==> config.mk <==
export PLATFORM = sky130hd
export DESIGN_NAME = rdo_readout
export DESIGN_NICKNAME = d
export VERILOG_FILES = /design/src/rdo_pkg.sv /design/src/rdo_stream_if.sv /design/src/rdo_buf2.sv /design/src/rdo_readout.sv
export VERILOG_INCLUDE_DIRS = /design/src
export SDC_FILE = /design/constraint.sdc
export NUM_CORES = 1
export LEC_CHECK = 0
export ABC_AREA = 1
export BUFFER_PORTS_ARGS = -buffer_cell sky130_fd_sc_hd__buf_2
export CAP_MARGIN = 20
export CORE_MARGIN = 4
export CORE_UTILIZATION = 34
export DETAILED_ROUTE_END_ITERATION = 6
export PLACE_DENSITY = 0.58
export SYNTH_ARGS = -nofsm -noshare
export SYNTH_HDL_FRONTEND = slang
export SYNTH_HIERARCHICAL = 1
export SYNTH_SLANG_ARGS = --single-unit
==> constraint.sdc <==
create_clock -name clk_i -period 2.48 [get_ports clk_i]
set_clock_uncertainty 0.2 [all_clocks]
set_input_delay 0.496 -clock clk_i [delete_from_list [all_inputs] [get_ports clk_i]]
set_output_delay 0.496 -clock clk_i [all_outputs]
set_load 0.02 [all_outputs]
==> src/rdo_defs.svh <==
/*
 Readout control constants: marker line order, marker action masks,
 register widths and hold register field layout.
 Assumes inclusion by bare name from the package and the design files.
*/
`ifndef RDO_DEFS_SVH
`define RDO_DEFS_SVH

// Widths, accumulator fill limit and group step
`define RDO_MARK_LINES   18
`define RDO_TRI_BITS     3
`define RDO_SR_BITS      12
`define RDO_WORD_BITS    15
`define RDO_CNT_BITS     4
`define RDO_ACC_LIMIT    4'h9
`define RDO_TRI_STEP     4'h3

// Marker line index
`define RDO_MK_F0C9      0
`define RDO_MK_F0C11     1
`define RDO_MK_F0C12     2
`define RDO_MK_F0C13     3
`define RDO_MK_F1C1      4
`define RDO_MK_F1C2      5
`define RDO_MK_F1C14     6
`define RDO_MK_F2C1      7
`define RDO_MK_F2C2      8
`define RDO_MK_F8C9      9
`define RDO_MK_F8C11     10
`define RDO_MK_F8C12     11
`define RDO_MK_F8C13     12
`define RDO_MK_F9C1      13
`define RDO_MK_F9C2      14
`define RDO_MK_F9C14     15
`define RDO_MK_F10C1     16
`define RDO_MK_F10C2     17

// Marker action masks
`define RDO_XA_MASK      18'h09249
`define RDO_XB_MASK      18'h12492
`define RDO_CLR_MASK     18'h24924
`define RDO_W2_MASK      18'h03018

// Hold register layout: first part in the top stages, second part below
`define RDO_W13_A_MSB    14
`define RDO_W13_A_LSB    9
`define RDO_W13_B_MSB    8
`define RDO_W13_A_SRMSB  5
`define RDO_W2_A_MSB     14
`define RDO_W2_A_LSB     12
`define RDO_W2_B_MSB     11
`define RDO_W2_A_SRMSB   2

// Reset values
`define RDO_HOLD_RST     15'h0000
`define RDO_SR_RST       12'h000
`define RDO_MARK_RST     18'h00000

`endif

==> src/rdo_pkg.sv <==
/*
 Types for the readout control: state enum and the state records of the
 main block and of the two-entry buffer.
 Assumes rdo_defs.svh on the include path.
*/
`include "rdo_defs.svh"

package rdo_pkg;

    typedef enum logic [1:0] {
        RDO_IDLE  = 2'b01,
        RDO_SHIFT = 2'b10
    } rdo_state_e;

    typedef struct packed {
        logic                         strb_s1;
        logic                         strb_s2;
        logic                         strb_s3;
        logic                         strb_f;
        logic                         strb_prev;
        logic                         lock_s1;
        logic                         lock_s2;
        logic                         lock_s3;
        logic                         lock_f;
        logic [`RDO_MARK_LINES-1:0]   mark_s1;
        logic [`RDO_MARK_LINES-1:0]   mark_s2;
        logic [`RDO_MARK_LINES-1:0]   mark_s3;
        logic [`RDO_MARK_LINES-1:0]   mark_f;
        rdo_state_e                   state;
        logic [`RDO_SR_BITS-1:0]      acc;
        logic [`RDO_CNT_BITS-1:0]     acc_n;
        logic [`RDO_SR_BITS-1:0]      sh;
        logic [`RDO_CNT_BITS-1:0]     sh_cnt;
        logic [`RDO_WORD_BITS-1:0]    hold;
        logic                         ready;
        logic                         clear;
    } rdo_main_s;

    typedef struct packed {
        logic [`RDO_TRI_BITS-1:0]     d0;
        logic [`RDO_TRI_BITS-1:0]     d1;
        logic [1:0]                   cnt;
        logic                         rdy;
    } rdo_buf_s;

endpackage : rdo_pkg

==> src/rdo_stream_if.sv <==
/*
 Valid/ready carrier for three-bit data groups between the readout blocks.
 Assumes both ends run on the same clock.
*/
`timescale 1ns/10ps
`default_nettype none
`include "rdo_defs.svh"

interface rdo_stream_if;
    logic                       valid;
    logic                       ready;
    logic [`RDO_TRI_BITS-1:0]   data;

    modport src (output valid, output data, input ready);
    modport snk (input valid, input data, output ready);
endinterface : rdo_stream_if

`default_nettype wire

==> src/rdo_buf2.sv <==
/*
 Two-entry buffer for three-bit data groups; ready on the filling side
 comes straight from a flip-flop.
 Assumes one clock and an active-low asynchronous reset.
*/
`timescale 1ns/10ps
`default_nettype none

module rdo_buf2
    import rdo_pkg::*;
(
    input  wire logic   clk_i,
    input  wire logic   nrst_i,
    rdo_stream_if.snk   in_s,
    rdo_stream_if.src   out_s
);

    rdo_buf_s st;
    rdo_buf_s next_st;
    logic     push;
    logic     pop;

    assign out_s.valid = (st.cnt != 2'h0);
    assign out_s.data  = st.d0;
    assign in_s.ready  = st.rdy;

    always_comb
    begin
        next_st = st;
        push    = in_s.valid && st.rdy;
        pop     = out_s.valid && out_s.ready;
        if (pop)
        begin
            next_st.d0 = st.d1;
        end
        if (push)
        begin
            if (st.cnt == 2'h0 || (st.cnt == 2'h1 && pop))
                next_st.d0 = in_s.data;
            else
                next_st.d1 = in_s.data;
        end
        next_st.cnt = 2'(st.cnt + {1'b0, push} - {1'b0, pop});
        next_st.rdy = (next_st.cnt != 2'h2);
    end

    always_ff @(posedge clk_i or negedge nrst_i)
    begin
        if (!nrst_i)
            st <= '{d0: 3'h0, d1: 3'h0, cnt: 2'h0, rdy: 1'b1};
        else
            st <= next_st;
    end

endmodule : rdo_buf2

`default_nettype wire

==> src/rdo_readout.sv <==
/*
 Split-word parallel readout control: gathers three-bit groups, shifts each
 word part serially into a twelve-stage shift register, moves it into its
 stages of a fifteen-bit hold register on strobe-qualified marker times,
 raises ready on the second part and clears the hold register afterwards.
 Assumes marker lines, blank strobe and lockout arrive from outside the
 clock domain; data groups and part_go_i come from logic on clk_i.
*/
// Summary of operation
// - Three fifteen-bit words per sequence, two parts
// - Words handled again in frames eight to ten
// - Parts shifted in, then to own stages
// - Ready per word, hold cleared after readout
// - Data gathered three bits per channel time
// - Serial shift during blank, LSB enters last
// - Parallel move in following channel's blank
// - Clear only after word can be taken
// - Eighteen marker lines drive the sequencing
// - Data channels fixed per frame pair
// - Word one first part: six bits
// - Strobe with F0C9 moves word one first part
// - Nine-bit second part at F0C11 strobe
// - Second-part transfer pulse is the ready
// - F0C12 strobe clears hold after word one
// - Word two three-bit first part at F0C13
// - Word two twelve-bit part at F1C1, ready
// - F1C2 strobe clears hold after word two
// - Word three like word one, own markers
// - Twelve-stage shift register feeds fifteen-bit hold
// - Lockout blocks transfer and ready gates
// - Blank strobe is final enable everywhere
`timescale 1ns/10ps
`default_nettype none
`include "rdo_defs.svh"

module rdo_readout
    import rdo_pkg::*;
(
    input  wire logic                          clk_i,
    input  wire logic                          nrst_i,
    input  wire logic                          strobe_n_i,
    input  wire logic [`RDO_MARK_LINES-1:0]    marker_i,
    input  wire logic                          lockout_i,
    input  wire logic [`RDO_TRI_BITS-1:0]      tri_data_i,
    input  wire logic                          tri_valid_i,
    output logic                               tri_ready_o,
    input  wire logic                          part_go_i,
    output logic [`RDO_WORD_BITS-1:0]          hold_o,
    output logic                               ready_o,
    output logic                               clear_o
);

    rdo_main_s st;
    rdo_main_s next_st;
    logic      blank_edge;
    logic      xa_evt;
    logic      xb_evt;
    logic      clr_evt;
    logic      word2;

    rdo_stream_if in_s ();
    rdo_stream_if out_s ();

    assign in_s.valid  = tri_valid_i;
    assign in_s.data   = tri_data_i;
    assign tri_ready_o = in_s.ready;

    // Input buffer, takes up to two groups before stalling the source while the part is shifting
    rdo_buf2 u_buf (
        .clk_i  (clk_i),
        .nrst_i (nrst_i),
        .in_s   (in_s),
        .out_s  (out_s)
    );

    // Drain only while idle and the accumulator has room
    assign out_s.ready = (st.state == RDO_IDLE) && (st.acc_n <= `RDO_ACC_LIMIT) && !part_go_i;

    // Strobe-qualified marker events
    assign blank_edge = st.strb_prev && !st.strb_f;
    assign word2      = |(st.mark_f & `RDO_W2_MASK);
    assign xa_evt     = blank_edge && |(st.mark_f & `RDO_XA_MASK) && !st.lock_f;
    assign xb_evt     = blank_edge && |(st.mark_f & `RDO_XB_MASK) && !st.lock_f;
    assign clr_evt    = blank_edge && |(st.mark_f & `RDO_CLR_MASK);

    always_comb
    begin
        next_st = st;

        // Three-stage input filters
        next_st.strb_s1 = strobe_n_i;
        next_st.strb_s2 = st.strb_s1;
        next_st.strb_s3 = st.strb_s2;
        if (st.strb_s2 == st.strb_s3)
            next_st.strb_f = st.strb_s3;
        next_st.strb_prev = st.strb_f;
        next_st.lock_s1 = lockout_i;
        next_st.lock_s2 = st.lock_s1;
        next_st.lock_s3 = st.lock_s2;
        if (st.lock_s2 == st.lock_s3)
            next_st.lock_f = st.lock_s3;
        next_st.mark_s1 = marker_i;
        next_st.mark_s2 = st.mark_s1;
        next_st.mark_s3 = st.mark_s2;
        next_st.mark_f  = (st.mark_s2 & st.mark_s3) | (st.mark_f & (st.mark_s2 | st.mark_s3));

        // Accumulate three bits per channel time
        if (out_s.valid && out_s.ready)
        begin
            next_st.acc   = {st.acc[`RDO_SR_BITS-`RDO_TRI_BITS-1:0], out_s.data};
            next_st.acc_n = `RDO_CNT_BITS'(st.acc_n + `RDO_TRI_STEP);
        end

        // Serial load of a part into the shift register
        case (st.state)
            RDO_IDLE:
            begin
                if (part_go_i && st.acc_n != 4'h0)
                begin
                    next_st.state  = RDO_SHIFT;
                    next_st.sh     = `RDO_SR_RST;
                    next_st.sh_cnt = st.acc_n;
                end
            end
            RDO_SHIFT:
            begin
                next_st.sh     = {st.sh[`RDO_SR_BITS-2:0], st.acc[st.sh_cnt - 4'h1]};
                next_st.sh_cnt = st.sh_cnt - 4'h1;
                if (st.sh_cnt == 4'h1)
                begin
                    next_st.state = RDO_IDLE;
                    next_st.acc   = `RDO_SR_RST;
                    next_st.acc_n = 4'h0;
                end
            end
            default:
            begin
                next_st.state = RDO_IDLE;
            end
        endcase

        // Parallel moves into the hold register
        if (xa_evt)
        begin
            if (word2)
                next_st.hold[`RDO_W2_A_MSB:`RDO_W2_A_LSB] = st.sh[`RDO_W2_A_SRMSB:0];
            else
                next_st.hold[`RDO_W13_A_MSB:`RDO_W13_A_LSB] = st.sh[`RDO_W13_A_SRMSB:0];
        end
        if (xb_evt)
        begin
            if (word2)
                next_st.hold[`RDO_W2_B_MSB:0] = st.sh[`RDO_W2_B_MSB:0];
            else
                next_st.hold[`RDO_W13_B_MSB:0] = st.sh[`RDO_W13_B_MSB:0];
        end
        if (clr_evt)
            next_st.hold = `RDO_HOLD_RST;

        next_st.ready = xb_evt;
        next_st.clear = clr_evt;
    end

    // Word handling repeats for frames eight to ten via the same masks
    always_ff @(posedge clk_i or negedge nrst_i)
    begin
        if (!nrst_i)
        begin
            st.strb_s1   <= 1'b1;
            st.strb_s2   <= 1'b1;
            st.strb_s3   <= 1'b1;
            st.strb_f    <= 1'b1;
            st.strb_prev <= 1'b1;
            st.lock_s1   <= 1'b0;
            st.lock_s2   <= 1'b0;
            st.lock_s3   <= 1'b0;
            st.lock_f    <= 1'b0;
            st.mark_s1   <= `RDO_MARK_RST;
            st.mark_s2   <= `RDO_MARK_RST;
            st.mark_s3   <= `RDO_MARK_RST;
            st.mark_f    <= `RDO_MARK_RST;
            st.state     <= RDO_IDLE;
            st.acc       <= `RDO_SR_RST;
            st.acc_n     <= 4'h0;
            st.sh        <= `RDO_SR_RST;
            st.sh_cnt    <= 4'h0;
            st.hold      <= `RDO_HOLD_RST;
            st.ready     <= 1'b0;
            st.clear     <= 1'b0;
        end
        else
        begin
            st <= next_st;
        end
    end

    assign hold_o  = st.hold;
    assign ready_o = st.ready;
    assign clear_o = st.clear;

    // Checks
    localparam int shift_lo = 1;
    localparam int shift_hi = 12;
endmodule : rdo_readout

`default_nettype wire

==> impl_results.md, run 1 <==
* Max Cap Viol at 0
* Synth Cell Area at 5490 um2
* DP Wirelength at 6.54 mm
* GRT Total Usage at 11.8%
* CP Class: reg -> reg
* WHS Endpoint: u_buf/out_s.data[0]
* Die ar. at 18200 um2
* Post-DRT Antenna Nets at 0
* IO Pins at 45
* Worst hold slack at 0.124 ns
* Slew margin rel. at 62.4%
* Core Region at 15800 um2
* Clk pwr share at 35.2%
* R2R Path Start: st[33]
* Crit-path most repeated cell: nand2_1
* R2R setup slack at 0.30 ns
* ANT cells at 0
* Hold Crit Class: in -> reg
* Largest net degree at the start of global routing at 43
* Syn_nets at 549
* Endpoints failing setup at 0
* HP Start: tri_data_i[0]
* Syn Area/Cell at 10.6 um2
* Leak pwr at 0.00333 uW
* Initial drt markers at 224
* First-pass GRT wire length at 17.1 mm
* Drt drc at 0
* FF-to-FF path depth at 16
* Area of the multi-input gates at 1510 um2
* Endpoints failing hold at 0
* Worst vdd ir at 0.515 mV
* Initial core utilization at 34.7%
* FMAX at 0.459 GHz
* Register Area at 3540 um2
* Worst-margin pin slew at 0.563 ns
* Register area share after synthesis at 64.4%
* Most common cell in the netlist: dfrtp_1
* Yosys warning total at 6
* Vert. Die Dim at 135 um
* Port Buffers at 44
* Combinational share of power at 24.3%
* First-pass DRT Iterations at 4
* Int Power at 4930 uW
* CP max stage delay at 0.42 ns
* WP data arrival at 2.32 ns
* Status: finished clean
* Grt total ovfl at 0
* Layout cell share with drive strength beyond 1 at 20.5%
* Die width at 135 um
* Setup tns final at 0 ns
* Post-Route WL at 9.55 mm
* CP max FO at 8
* Hold Path Stages at 3
* Worst path cell trace: inv_1, ha_1, nand2_2, nand3_2, nand2_1, inv_2, nand2_2, nand2_1, nand2_1, ha_1, inv_1, nand2_1, nand2_1, nand3_1, nand2_1, nand2_1
* # fillers at 1518
* Vias per cell at 4.32
* Net Sw Power at 2320 uW
* Synth top area share at 61.1%
* Critical Path Source Type: flip-flop
* Placed cells at 754
* P&R area growth vs syn at 21.3%
* Root buffer cell: clkbuf_16
* Num Clock Sinks at 141
* CTS tree: done
* Power, Total at 7250 uW
* Area leader, netlist: dfrtp_1
* Gp weighted congestion at 0.821
* Mean routed wirelength per cell at 11.8 um
* Largest cells by area after synthesis: dfrtp_1 61%, nand2_1 8.5%, nand3_1 4.3%
* Reg2reg end: u_buf/in_s.ready
* Number of CTS-inserted buffers at 17
* Slew Limit Fails at 0
* Synthesized flop and latch total at 141
* Worst endpoint required time at 2.62 ns
* Via count at 3490
* Synth async-reset ratio at 100%
* Final worst path period need at 2.18 ns
* Tcrit/Tclk final at 87.9%
* Num rows at 46
* Post-CTS Setup Bufs at 0
* Most frequent cells after synthesis: 134 x dfrtp_1, 124 x nand2_1, 54 x inv_1
* RSZ-0062 raised after global routing: no
* Non-filler instance count after layout at 807
* Syn Inst Count at 517
* Clock-pin slew on the worst setup and hold paths at 0.06 ns
* Final #Nets at 610
* Sw Share at 32.0%
* Initial antenna violation count at 0
* Most used flip-flop cell after synthesis: dfrtp_1
* Power Density at 1090 nW/um2
* H-tree depth at 4
* Later-pin clock latency in the skew report at 0.42 ns
* Synth cell types at 30
* CTS Buffer Depth at 2
* Number of global-route vias before repair at 3656
* Post-synth EDFFs at 0
* CP max-delay cell: dfrtp_1
* CP endpoint kind: flip-flop
* Share of total power in sequential cells at 40.6%
==> worst max-delay path by stage <==
stage / endpoint / startpoint / slack [ns]
5_1_grt: u_buf/in_s.ready / st[33] / 0.10
4_1_cts: u_buf/in_s.ready / st[33] / 0.18
6_report: u_buf/in_s.ready / st[33] / 0.30
2_1_floorplan: u_buf/st[2] / st[33] / 0.49
3_5_place_dp: u_buf/in_s.ready / st[33] / 0.20
3_3_place_gp: u_buf/st[2] / part_go_i / 0.30
==> cell type report <==
type                       instances  area share [%]
sequential                       141            53.1
inverter                          62            3.49
clock buffer                      19            6.50
multi-input combinational        284            22.7
clock inverter                    13            2.48
timing repair buffer              72            7.72
tap                              216            4.06
==> cells by family after synthesis <==
group | Yosys count | synth area share [%]
XOR/XNOR | 3 | 0.479
flip-flops | 141 | 64.4
AND/OR/NAND/NOR | 212 | 16.8
buffers and inverters | 92 | 8.11
adder cells (fa/ha/maj) | 25 | 4.78
AO/OA/AOI/OAI | 44 | 5.40
==> critical path, delay by kind of cell (launching register included) <==
family | cells | cell delay [ns]
flops | 1 | 0.42
simple gates | 11 | 0.79
buf+inv | 3 | 0.32
fa+ha+maj | 2 | 0.38
==> what timing repair did <==
item | CTS | global route
gates resized for setup | 0 | 1
endpoints found under the setup margin | 0 | 2
endpoints found under the hold margin | 58 | 0
hold buffers | 21 | 0
==> stage by stage <==
stage | setup slack (ns) | area, um2 | utilization, %
2_1_floorplan | 0.488 | 5490 | -
3_3_place_gp | 0.304 | 5850 | 37.0
3_5_place_dp | 0.200 | 5850 | 37.0
4_1_cts | 0.183 | 6660 | 42.1
5_1_grt | 0.102 | 6660 | 42.1
6_report | 0.301 | 6660 | 42.1
==> state kept, by name, indices dropped and copies added, names as in the netlist <==
register          count
st                   74
next_st              41
hold_o               15
u_buf/st              5
u_buf/out_s.data      3
clear_o               1
ready_o               1
u_buf/in_s.ready      1
==> power groups by stage <==
stage | sequential (uW) | clock [uW] | combinational, uW
after floorplan | 2910 | 0 | 1460
after global placement | 2970 | 0 | 1690
after detailed placement | 2980 | 0 | 1750
final | 2940 | 2550 | 1760
after global routing | 2990 | 2730 | 2030
after CTS | 2940 | 2620 | 1780
==> layout by cell type, fill, tap and decap left out, drive strengths merged, types with 18 or more instances in the layout <==
| cell type | instances |
|---|---|
| clkbuf | 19 |
| dlygate4sd3 | 21 |
| a21oi | 18 |
| maj3 | 20 |
| inv | 64 |
| buf | 51 |
| dfrtp | 134 |
| nand3 | 50 |
| nand2 | 131 |
| nor2 | 27 |
==> routing by layer <==
layer  vias up  share of wire [%]  global-route usage [%]
li1       1751                  -                       -
met1      1666                 47                    15.0
met2        58                 46                    18.3
met3        15                5.0                    4.06
met4         0                2.0                    5.26
met5         -                  0                       0
Power figures use the tool's default switching activity.
==> run 2: changes to the inputs <==
--- a/config.mk
+++ b/config.mk
@@ -7,12 +7,12 @@
 export NUM_CORES = 1
 export LEC_CHECK = 0
 export ABC_AREA = 1
-export BUFFER_PORTS_ARGS = -buffer_cell sky130_fd_sc_hd__buf_2
 export CAP_MARGIN = 20
 export CORE_MARGIN = 4
 export CORE_UTILIZATION = 34
 export DETAILED_ROUTE_END_ITERATION = 6
-export PLACE_DENSITY = 0.58
+export DONT_BUFFER_PORTS = 1
+export PLACE_DENSITY = 0.56
 export SYNTH_ARGS = -nofsm -noshare
 export SYNTH_HDL_FRONTEND = slang
 export SYNTH_HIERARCHICAL = 1
==> run 2 against run 1 <==
The run now ends with hold timing left; hold slack got worse by 0.54 ns; non-clock buffer count fell by 45; highest routed layer unchanged; utilization fell by 1.3 points; sequential cell count did not move; design area fell by 3.1%; sequential power rose by 2%; sequential share of layout area rose by 1.7 points; clock power rose by 7%.
==> impl_results.md, run 2 (synthesized netlist as in run 1, its figures left out) <==
* Core Region at 15800 um2 (unchanged)
* Post-CTS Setup Bufs at 0 (unchanged)
* Final worst path period need at 2.21 ns (was 2.18 ns)
* First-pass DRT Iterations at 5 (was 4)
* Layout Utilization at 40.8% (was 42.1%)
* Slew Limit Fails at 0 (unchanged)
* Power Density at 1130 nW/um2 (was 1090 nW/um2)
* WP data arrival at 2.30 ns (was 2.32 ns)
* Vias per cell at 4.48 (was 4.32)
* Max Cap Viol at 0 (unchanged)
* Largest net degree at the start of global routing at 142 (was 43)
* Most flops, register: st (unchanged)
* Placed cell area at 5580 um2 (was 5850 um2)
* Via count at 3416 (was 3490)
* Initial drt markers at 165 (was 224)
* Layout cell share with drive strength beyond 1 at 13.7% (was 20.5%)
* Status: finished with violations (was finished clean)
* Net Sw Power at 2240 uW (was 2320 uW)
* First-pass GRT wire length at 16.7 mm (was 17.1 mm)
* Clk pwr share at 37.3% (was 35.2%)
* Max reg flops at 74 (unchanged)
* Worst vdd ir at 0.735 mV (was 0.515 mV)
* Initial antenna violation count at 0 (unchanged)
* Gp weighted congestion at 0.794 (was 0.821)
* H-tree depth at 4 (unchanged)
* Worst hold slack at -0.418 ns (was 0.124 ns)
* GRT Total Usage at 11.6% (was 11.8%)
* CP endpoint kind: flip-flop (unchanged)
* CTS tree: done (unchanged)
* Final #Nets at 565 (was 610)
* Later-pin clock latency in the skew report at 0.41 ns (was 0.42 ns)
* Leak pwr at 0.00313 uW (was 0.00333 uW)
* Sw Share at 30.6% (was 32.0%)
* CTS Buffer Depth at 2 (unchanged)
* Post-CTS Hold Buffers at 23 (was 21)
* P&R area growth vs syn at 17.6% (was 21.3%)
* Setup tns final at 0 ns (unchanged)
* RSZ-0062 raised after global routing: no (unchanged)
* Tcrit/Tclk final at 89.0% (was 87.9%)
* Commonest non-fill, non-tap cell in the layout: dfrtp_1 (unchanged)
* Worst-margin pin slew at 0.536 ns (was 0.563 ns)
* ANT cells at 0 (unchanged)
* Num rows at 46 (unchanged)
* Port Buffers at 0 (was 44)
* Critical Path Source Type: flip-flop (unchanged)
* Die ar. at 18200 um2 (unchanged)
* Int Power at 5080 uW (was 4930 uW)
* Non-filler instance count after layout at 762 (was 807)
* DP Wirelength at 6.06 mm (was 6.54 mm)
* Grt total ovfl at 0 (unchanged)
* Root buffer cell: clkbuf_16 (unchanged)
* Die width at 135 um (unchanged)
* Initial core utilization at 34.7% (unchanged)
* Hold Crit Class: in -> async (was in -> reg)
* Slew margin rel. at 64.2% (was 62.4%)
* Share of total power in sequential cells at 41.0% (was 40.6%)
* FMAX at 0.453 GHz (was 0.459 GHz)
* Commonest cells after routing, fill and taps aside: 134 x dfrtp_1, 124 x nand2_1, 53 x inv_1 (unchanged)
* IO Pins at 45 (unchanged)
* Worst endpoint required time at 2.57 ns (was 2.62 ns)
* Endpoints failing hold at 141 (was 0)
* Vert. Die Dim at 135 um (unchanged)
* Design Area, Final at 6460 um2 (was 6660 um2)
* # fillers at 1526 (was 1518)
* Post-DRT Antenna Nets at 0 (unchanged)
* Clock-pin slew on the worst setup and hold paths at 0.06 ns (about the same)
* Drt drc at 0 (unchanged)
* Post-Route WL at 9.28 mm (was 9.55 mm)
* Endpoints failing setup at 0 (unchanged)
* CP max FO at 8 (unchanged)
* Combinational share of power at 21.7% (was 24.3%)
* Number of global-route vias before repair at 3548 (was 3656)
* Num Clock Sinks at 141 (unchanged)
* CP Class: reg -> reg (unchanged)
* Placed cells at 707 (was 754)
* Failing checks: hold timing
* Number of CTS-inserted buffers at 17 (unchanged)
* Mean routed wirelength per cell at 12.2 um (was 11.8 um)
-- run 2: changes by cell type in the layout (fill, tap and decap cells not counted) --
cell | previous run | this run
buf_2 | 43 | 0
buf_12 | 2 | 0
bufinv_16 | 3 | 5
clkinvlp_4 | 1 | 3
dlygate4sd3_1 | 21 | 23
inv_6 | 3 | 1
buf_4 | 5 | 4
buf_6 | 1 | 0
clkbuf_1 | 2 | 1
clkinv_2 | 3 | 2
-- run 2: metrics by stage --
stage	worst slack, ns	power [uW]
floorplan	0.488	4370
global placement	0.302	4560
detailed placement	0.171	4620
CTS	0.164	7430
global route	0.0364	7820
finish	0.272	7320
-- run 2: area by class of cell --
type / count / area [um2] / area share, %
Clock buffer: 18 / 429 / 6.65
Clock inverter: 14 / 218 / 3.37
Inverter: 62 / 233 / 3.60
Multi-Input combinational cell: 284 / 1510 / 23.4
Sequential cell: 141 / 3540 / 54.8
Tap cell: 216 / 270 / 4.19
Timing Repair Buffer: 27 / 260 / 4.03
-- run 2: timing repair --
| item | 4_1_cts | 5_1_grt |
|---|---|---|
| hold endpoints to repair | 164 | 141 |
| setup endpoints to repair | 0 | 2 |
| gates resized for setup | 0 | 1 |
-- run 2: power groups by stage --
stage                     logic [uW]  registers (uW)  clock network (uW)
after floorplan                 1460            2910                   0
after global placement          1520            3030                   0
after detailed placement        1570            3050                   0
after CTS                       1600            3010                2810
after global routing            1850            3060                2910
final                           1590            3010                2730
-- run 2: layer usage --
layer / share of wire, % / vias to the layer above / GRT usage, %
met5: 0 / - / 0
met4: 0.82 / 0 / 4.82
met3: 3.9 / 6 / 4.17
met2: 48 / 57 / 17.3
met1: 47 / 1687 / 15.3
li1: - / 1666 / -
-- run 2: worst paths after layout --
check / from / endpoint / slack (ns) / cells after the start
setup reg to reg: st[33] / u_buf/st[2] / 0.27 / 16
setup / recovery: st[33] / u_buf/st[2] / 0.27 / 16
hold reg to reg: next_st[92] / next_st[74] / 0.14 / 0
max in group asynchronous: nrst_i / st[49] / 2.25 / 0
min in group clk_i: tri_data_i[0] / u_buf/st[3] / 0.03 / 2
hold / removal: nrst_i / st[65] / -0.42 / 0
-- run 2: worst max-delay path: stages, from the launching register on --
cell     delay, ns
dfrtp_1       0.42
inv_1         0.10
ha_1          0.20
nand2_2       0.09
nand3_2       0.07
nand2_1       0.09
inv_2         0.17
nand2_2       0.10
nand2_1       0.07
nand2_1       0.05
ha_1          0.18
inv_1         0.06
nand2_1       0.05
nand2_1       0.08
inv_1         0.04
nand2_1       0.05
nand2_1       0.06
